### src/rtl/ppid_pkg.sv
package ppid_pkg;

	localparam int unsigned ADDR_W    = 12;
	localparam int unsigned DATA_W    = 32;
	localparam int unsigned NUM_IDENT = 4;

	// byte addresses of the four identification registers
	localparam logic [11:0] OFF_IDENT_BYTE_ZERO  = 12'hFE0;
	localparam logic [11:0] OFF_IDENT_BYTE_ONE   = 12'hFE4;
	localparam logic [11:0] OFF_IDENT_BYTE_TWO   = 12'hFE8;
	localparam logic [11:0] OFF_IDENT_BYTE_THREE = 12'hFEC;

	// field positions in the combined identity word
	localparam int unsigned PRODUCT_CODE_LSB = 0;
	localparam int unsigned PRODUCT_CODE_W   = 12;
	localparam int unsigned MAKER_CODE_LSB   = 12;
	localparam int unsigned MAKER_CODE_W     = 8;
	localparam int unsigned REVISION_LSB     = 20;
	localparam int unsigned REVISION_W       = 4;
	localparam int unsigned CONFIG_LSB       = 24;
	localparam int unsigned CONFIG_W         = 8;

	// identity defaults: values are arbitrary, not any real part's
	localparam logic [11:0] PRODUCT_CODE_DEFAULT = 12'h0A5C;
	localparam logic [7:0]  MAKER_CODE_DEFAULT   = 8'h5B;
	localparam logic [3:0]  REVISION_DEFAULT     = 4'h3;

	// configuration option is always zero
	localparam logic [7:0]  CONFIG_VALUE = 8'h00;

	localparam logic [31:0] RDATA_RESET = 32'h0000_0000;

	typedef logic [7:0] ppid_byte_t;

endpackage : ppid_pkg

### src/rtl/ppid_id_if.sv
`timescale 1ns/10ps
interface ppid_id_if;
	import ppid_pkg::*;

	ppid_byte_t              ident_byte [NUM_IDENT];
	logic       [NUM_IDENT-1:0] hit;
	logic                       mapped;

	modport src (output ident_byte);
	modport dec (output hit, output mapped);
	modport dst (input ident_byte, input hit, input mapped);

endinterface : ppid_id_if

### src/rtl/ppid_top.sv
// How it works
// - four read-only id registers at FE0..FEC
// - word bits 11:0 hold product code
// - word bits 19:12 hold maker code
// - word bits 23:20 hold revision number
// - word bits 31:24 hold zero configuration
// - first register: product code low byte
// - second: maker low nibble, product high nibble
// - third: revision, maker high nibble
// - contents hard-wired, also the reset value
// - fourth register returns configuration zero
`timescale 1ns/10ps
module ppid_top
	import ppid_pkg::*;
#(
	parameter logic [11:0] PRODUCT_CODE = PRODUCT_CODE_DEFAULT,
	parameter logic [7:0]  MAKER_CODE   = MAKER_CODE_DEFAULT,
	parameter logic [3:0]  REVISION     = REVISION_DEFAULT
) (
	input  wire logic              clk,
	input  wire logic              rstn,
	input  wire logic [ADDR_W-1:0] addr,
	input  wire logic [DATA_W-1:0] wdata,
	input  wire logic              wr,
	input  wire logic              rd,
	output logic      [DATA_W-1:0] rdata
);

	// the decode only spans the 4KB window; upper address bits live outside
	if (ADDR_W != 12) begin : g_chk_addr_w
		$error("ppid_top: address must be 12 bits wide");
	end

	if (DATA_W != 32) begin : g_chk_data_w
		$error("ppid_top: data must be 32 bits wide");
	end

	// the nibble split below is written for exactly four byte registers
	if (NUM_IDENT != 4) begin : g_chk_num_ident
		$error("ppid_top: exactly four identification registers are served");
	end

	// fields must tile the word with no gap, or a nibble would mix two fields
	if (PRODUCT_CODE_LSB != 0) begin : g_chk_product_lsb
		$error("ppid_top: product code must start at bit 0");
	end

	if (PRODUCT_CODE_W != 12) begin : g_chk_product_w
		$error("ppid_top: product code must be 12 bits wide");
	end

	if (MAKER_CODE_LSB != PRODUCT_CODE_LSB + PRODUCT_CODE_W) begin : g_chk_maker_lsb
		$error("ppid_top: maker code must follow the product code");
	end

	if (MAKER_CODE_W != 8) begin : g_chk_maker_w
		$error("ppid_top: maker code must be 8 bits wide");
	end

	if (REVISION_LSB != MAKER_CODE_LSB + MAKER_CODE_W) begin : g_chk_revision_lsb
		$error("ppid_top: revision must follow the maker code");
	end

	if (REVISION_W != 4) begin : g_chk_revision_w
		$error("ppid_top: revision must be 4 bits wide");
	end

	if (CONFIG_LSB != REVISION_LSB + REVISION_W) begin : g_chk_config_lsb
		$error("ppid_top: configuration must follow the revision");
	end

	if (CONFIG_W != 8) begin : g_chk_config_w
		$error("ppid_top: configuration must be 8 bits wide");
	end

	if (CONFIG_LSB + CONFIG_W != DATA_W) begin : g_chk_word_fill
		$error("ppid_top: identity fields must fill the data word");
	end

	if (CONFIG_VALUE != 8'h00) begin : g_chk_config_value
		$error("ppid_top: configuration option must read as zero");
	end

	// offsets must be word aligned and four bytes apart, one per register
	if (OFF_IDENT_BYTE_ZERO[1:0] != 2'h0) begin : g_chk_offset_align
		$error("ppid_top: first identification offset must be word aligned");
	end

	if (OFF_IDENT_BYTE_ONE != OFF_IDENT_BYTE_ZERO + 12'h004) begin : g_chk_offset_one
		$error("ppid_top: second identification offset must follow the first");
	end

	if (OFF_IDENT_BYTE_TWO != OFF_IDENT_BYTE_ONE + 12'h004) begin : g_chk_offset_two
		$error("ppid_top: third identification offset must follow the second");
	end

	if (OFF_IDENT_BYTE_THREE != OFF_IDENT_BYTE_TWO + 12'h004) begin : g_chk_offset_three
		$error("ppid_top: fourth identification offset must follow the third");
	end

	// zero is what idle and unmapped reads return, so reset must match it
	if (RDATA_RESET != 32'h0000_0000) begin : g_chk_rdata_reset
		$error("ppid_top: read data must reset to zero");
	end

	ppid_id_if id ();

	ppid_word_split #(
		.PRODUCT_CODE (PRODUCT_CODE),
		.MAKER_CODE   (MAKER_CODE),
		.REVISION     (REVISION)
	) ppid_word_split_i (
		.id (id.src)
	);

	ppid_addr_decode ppid_addr_decode_i (
		.addr (addr),
		.id   (id.dec)
	);

	logic [DATA_W-1:0] next_rdata;

	// write port is accepted and dropped: no state exists to change
	logic unused_write;
	assign unused_write = wr ^ (|wdata);

	// fields picked back out of the bytes, one name per nibble or byte
	logic [7:0]  product_code_low;
	logic [3:0]  product_code_high;
	logic [3:0]  maker_code_low;
	logic [3:0]  maker_code_high;
	logic [3:0]  revision_num;
	logic [7:0]  config_value;

	assign product_code_low  = id.ident_byte[0];
	assign product_code_high = id.ident_byte[1][3:0];
	assign maker_code_low    = id.ident_byte[1][7:4];
	assign maker_code_high   = id.ident_byte[2][3:0];
	assign revision_num      = id.ident_byte[2][7:4];
	assign config_value      = id.ident_byte[3];

	// each register is 16 bits wide; its reserved upper byte is tied to zero
	logic [15:0] ident_byte_zero;
	logic [15:0] ident_byte_one;
	logic [15:0] ident_byte_two;
	logic [15:0] ident_byte_three;

	assign ident_byte_zero  = {8'h00, product_code_low};
	assign ident_byte_one   = {8'h00, maker_code_low, product_code_high};
	assign ident_byte_two   = {8'h00, revision_num, maker_code_high};
	assign ident_byte_three = {8'h00, config_value};

	// hits are one-hot, so a plain and-or select needs no priority
	logic [15:0] sel_reg;

	assign sel_reg = ({16{id.hit[0]}} & ident_byte_zero)
		| ({16{id.hit[1]}} & ident_byte_one)
		| ({16{id.hit[2]}} & ident_byte_two)
		| ({16{id.hit[3]}} & ident_byte_three);

	always_comb begin
		next_rdata = RDATA_RESET;
		// unmapped reads and idle cycles return zero; upper bytes always zero
		if (rd && id.mapped)
			next_rdata = {16'h0000, sel_reg};
	end

	// data stands only in the cycle after the read strobe
	always_ff @(posedge clk) begin
		if (!rstn)
			rdata <= RDATA_RESET;
		else
			rdata <= next_rdata;
	end

endmodule : ppid_top

### src/rtl/ppid_word_split.sv
`timescale 1ns/10ps
module ppid_word_split
	import ppid_pkg::*;
#(
	parameter logic [11:0] PRODUCT_CODE = PRODUCT_CODE_DEFAULT,
	parameter logic [7:0]  MAKER_CODE   = MAKER_CODE_DEFAULT,
	parameter logic [3:0]  REVISION     = REVISION_DEFAULT
) (
	ppid_id_if.src id
);

	logic [31:0] ident_word;

	// constant word: nothing here can be changed by software
	assign ident_word[PRODUCT_CODE_LSB +: PRODUCT_CODE_W] = PRODUCT_CODE;
	assign ident_word[MAKER_CODE_LSB +: MAKER_CODE_W]     = MAKER_CODE;
	assign ident_word[REVISION_LSB +: REVISION_W]         = REVISION;
	assign ident_word[CONFIG_LSB +: CONFIG_W]             = CONFIG_VALUE;

	// byte n of the word lands in register n; bit slices give the nibble split
	genvar i;
	generate
		for (i = 0; i < NUM_IDENT; i++) begin : g_byte
			assign id.ident_byte[i] = ident_word[8*i +: 8];
		end
	endgenerate

endmodule : ppid_word_split

### src/rtl/ppid_addr_decode.sv
`timescale 1ns/10ps
module ppid_addr_decode
	import ppid_pkg::*;
(
	input  wire logic [ADDR_W-1:0] addr,
	ppid_id_if.dec                 id
);

	localparam logic [11:0] OFFS [NUM_IDENT] = '{OFF_IDENT_BYTE_ZERO, OFF_IDENT_BYTE_ONE,
		OFF_IDENT_BYTE_TWO, OFF_IDENT_BYTE_THREE};

	genvar i;
	generate
		for (i = 0; i < NUM_IDENT; i++) begin : g_hit
			assign id.hit[i] = (addr == OFFS[i]);
		end
	endgenerate

	assign id.mapped = |id.hit;

endmodule : ppid_addr_decode

### config.mk
export PLATFORM = sky130hd
export DESIGN_NAME = ppid_top
export DESIGN_NICKNAME = d
export VERILOG_FILES = /design/src/rtl/ppid_pkg.sv /design/src/rtl/ppid_id_if.sv /design/src/rtl/ppid_top.sv /design/src/rtl/ppid_word_split.sv /design/src/rtl/ppid_addr_decode.sv
export SDC_FILE = /design/constraint.sdc
export NUM_CORES = 1
export LEC_CHECK = 0
export ABC_AREA = 1
export BUFFER_PORTS_ARGS = -buffer_cell sky130_fd_sc_hd__buf_2
export CAP_MARGIN = 20
export CORE_MARGIN = 2
export CORE_UTILIZATION = 35
export DETAILED_ROUTE_END_ITERATION = 10
export PLACE_DENSITY = 0.81
export REMOVE_ABC_BUFFERS = 1
export SLEW_MARGIN = 5
export SYNTH_ARGS = -nofsm -noshare
export SYNTH_HDL_FRONTEND = slang
export SYNTH_HIERARCHICAL = 1
export SYNTH_SLANG_ARGS = --single-unit
### constraint.sdc
create_clock -name clk -period 1 [get_ports clk]
set_input_delay 0.2 -clock clk [delete_from_list [all_inputs] [get_ports clk]]
set_output_delay 0.2 -clock clk [all_outputs]
set_load 0.01 [all_outputs]
==> results.sh <==
export IMPL_fin_crit_ps=862.5
export IMPL_max_cap_viol_count=0
export IMPL_synth_lib_cells_used_distinct=10
export IMPL_die_area_sq_um=3211
export IMPL_ys_seq_area_frac=0.1649
export IMPL_fmaxAchievable_mhz=1159
export IMPL_finalCritPeriodShare=0.8625
export IMPL_setup_viol=0
export IMPL_final_max_slew_viol_count=0
export IMPL_peakVddDrop_uv=481.2
export IMPL_hold_path_class="in2reg"
export IMPL_number_of_instances_in_the_synthesized_netlist=157
export IMPL_place_gp_congestion=0.7330
export IMPL_crit_path_end="rdata[6]"
export IMPL_critical_path_startpoint="rdata[6]"
export IMPL_crit_required_ps=800
export IMPL_report_final_hold_viol_count=0
export IMPL_worst_path_max_delay_cell="sky130_fd_sc_hd__dfxtp_1"
export IMPL_overall_routing_resource_usage=0.07381
export IMPL_power_dissipated_by_switching_net_loads_mw=0.1758
export IMPL_critical_path_top_delay_family="flip-flops"
export IMPL_path_cells="buf_2"
export IMPL_number_of_global_route_vias_before_repair=532
export IMPL_critPathMaxStageDelay_ps=290
export IMPL_largestRegisters="rdata (8)"
export IMPL_wl_um=1099
export IMPL_grt_pass1_wl_um=1890
export IMPL_drt_wirelength_per_cell_um=5.184
export IMPL_pin_count_of_the_biggest_net_entering_global_routing=9
export IMPL_swShare=0.2671
export IMPL_cts_buffer_depth=2
export IMPL_drt_iter0_drc=7
export IMPL_cp_depth=1
export IMPL_rsz_0062_raised_after_global_routing="true"
export IMPL_worst_setup_path_end_kind="primary output"
export IMPL_power_frac_comb=0.159
export IMPL_placed_cell_area_sq_um=890.9
export IMPL_cts_reportedPaths_clkPinSlew_ps=50
export IMPL_htree_levels=1
export IMPL_crit_arrival_ps=660
export IMPL_ctsRootBufferMaster="sky130_fd_sc_hd__clkbuf_4"
export IMPL_power_static_leakage_nw=0.5723
export IMPL_cts_tree="yes"
export IMPL_postSynthRegisterBits=8
export IMPL_number_of_hold_repair_buffers_added_at_the_cts_stage=0
export IMPL_critical_path_buf_inv_count=1
export IMPL_seqPwrFrac=0.485
export IMPL_cts_sink_count=8
export IMPL_insertedDiodeCount=0
export IMPL_largest_reg_flops=8
export IMPL_synth_cell_area_sq_um=970.9
export IMPL_average_footprint_of_a_synthesized_cell_sq_um=6.184
export IMPL_timing_critical_path_fanout_max=1
export IMPL_cts_inserted_buffers=3
export IMPL_fin_nets=231
export IMPL_std_cell_rows=19
export IMPL_crit_type="reg2out"
export IMPL_p_int_mw=0.4824
export IMPL_port_buffer_count=22
export IMPL_place_inst=207
export IMPL_floorplan_io_pins=80
export IMPL_core_footprint_sq_um=2686
export IMPL_registers_top_by_ff_count="rdata"
export IMPL_postLayoutCellArea_sq_um=942.2
export IMPL_die_width_um=56.67
export IMPL_vias=694
export IMPL_drt_vias_per_instance=3.274
export IMPL_hpwlAfterDp_um=930.3
export IMPL_drc=0
export IMPL_ratio_of_cells_with_drive_above_1_in_the_final_layout=0.2044
export IMPL_share_clk_of_total_power=0.356
export IMPL_grt_antenna_before_repair=0
export IMPL_syn2layout_area_growth_pct=-2.964
export IMPL_chipHeight_um=56.67
export IMPL_initial_core_util=0.3614
export IMPL_yosysWarnings=6
export IMPL_layout_cells_most_common_list="56 x sky130_fd_sc_hd__conb_1, 51 x sky130_fd_sc_hd__nand2_1, 22 x sky130_fd_sc_hd__buf_2"
export IMPL_total_power_mw=0.6583
export IMPL_final_cells=212
export IMPL_critical_path_startpoint_type="register"
export IMPL_drt_pass1_iter_count=4
export IMPL_layout_commonest_cell="sky130_fd_sc_hd__conb_1"
export IMPL_outcome="complete, no violations"
export IMPL_grt_remaining_overflow=0
export IMPL_detail_route_antenna_nets=0
export IMPL_power_density_nw_per_um2=698.7
how the worst min path moves through the flow:
stage | from | end | slack (ps) | cells past startpoint
5_1_grt | rstn | rdata[6] | 320 | 3
2_1_floorplan | rstn | rdata[0] | 490 | 2
4_1_cts | rstn | rdata[4] | 400 | 3
3_5_place_dp | rdata[1] | rdata[1] | 590 | 1
6_report | rstn | rdata[7] | 300 | 3
3_3_place_gp | rdata[2] | rdata[2] | 590 | 1
cell type report:
type	count	area, sq um
Inverter	4	15.01
Multi-Input combinational cell	138	546.8
Timing Repair Buffer	28	158.9
Fill cell	297	1744
Sequential cell	8	160.2
Clock buffer	3	22.52
Tap cell	31	38.79
metrics by stage:
stage | TNS [ps] | utilization | hold slack, ps | worst slack (ps)
detailed placement | -1289 | 0.3316 | 591.5 | -186.7
global route | -4.458 | 0.3507 | 321.5 | -4.330
CTS | 0 | 0.3400 | 400.8 | 78.06
floorplan | -447.4 | - | 486.5 | -77.05
finish | 0 | 0.3507 | 296.0 | 137.5
global placement | -936.6 | 0.3316 | 592.3 | -121.3
cells in the mapped netlist:
| cell type | count | share of area |
|---|---|---|
| sky130_fd_sc_hd__buf_4 | 58 | 0.45 |
| sky130_fd_sc_hd__nand2_1 | 51 | 0.20 |
| sky130_fd_sc_hd__nor2_1 | 23 | 0.089 |
| sky130_fd_sc_hd__dfxtp_1 | 8 | 0.16 |
| sky130_fd_sc_hd__nand3_1 | 5 | 0.026 |
| sky130_fd_sc_hd__inv_1 | 4 | 0.015 |
| sky130_fd_sc_hd__conb_1 | 3 | 0.012 |
| sky130_fd_sc_hd__buf_6 | 2 | 0.023 |
| sky130_fd_sc_hd__nand2_2 | 2 | 0.013 |
| sky130_fd_sc_hd__nor2_4 | 1 | 0.012 |
power groups by stage:
stage	clock network, mW	registers, mW	logic (mW)
finish	0.234	0.320	0.104
global route	0.249	0.319	0.123
CTS	0.242	0.320	0.0987
detailed placement	0	0.326	0.0987
global placement	0	0.326	0.0969
floorplan	0	0.326	0.0671
repair_timing:
item / 4_1_cts / 5_1_grt
gates resized for setup: 0 / 4
endpoints found under the setup margin: 0 / 8
buffers inserted: 0 / 2
hold endpoints to repair: 0 / 0
logic make-up after synthesis:
group | count (synthesis) | share of synthesized area
flip-flops | 8 | 0.1649
other | 3 | 0.01160
AND/OR/NAND/NOR | 82 | 0.3363
buffers and inverters | 64 | 0.4871
layer usage:
metal	GRT usage	vias to the layer above	routed length, um
met4	0.06122	0	32
met1	0.07003	259	451
met2	0.1395	29	528
li1	-	403	-
met3	0.006912	3	85
met5	0	-	0
Power figures use the tool's default switching activity.
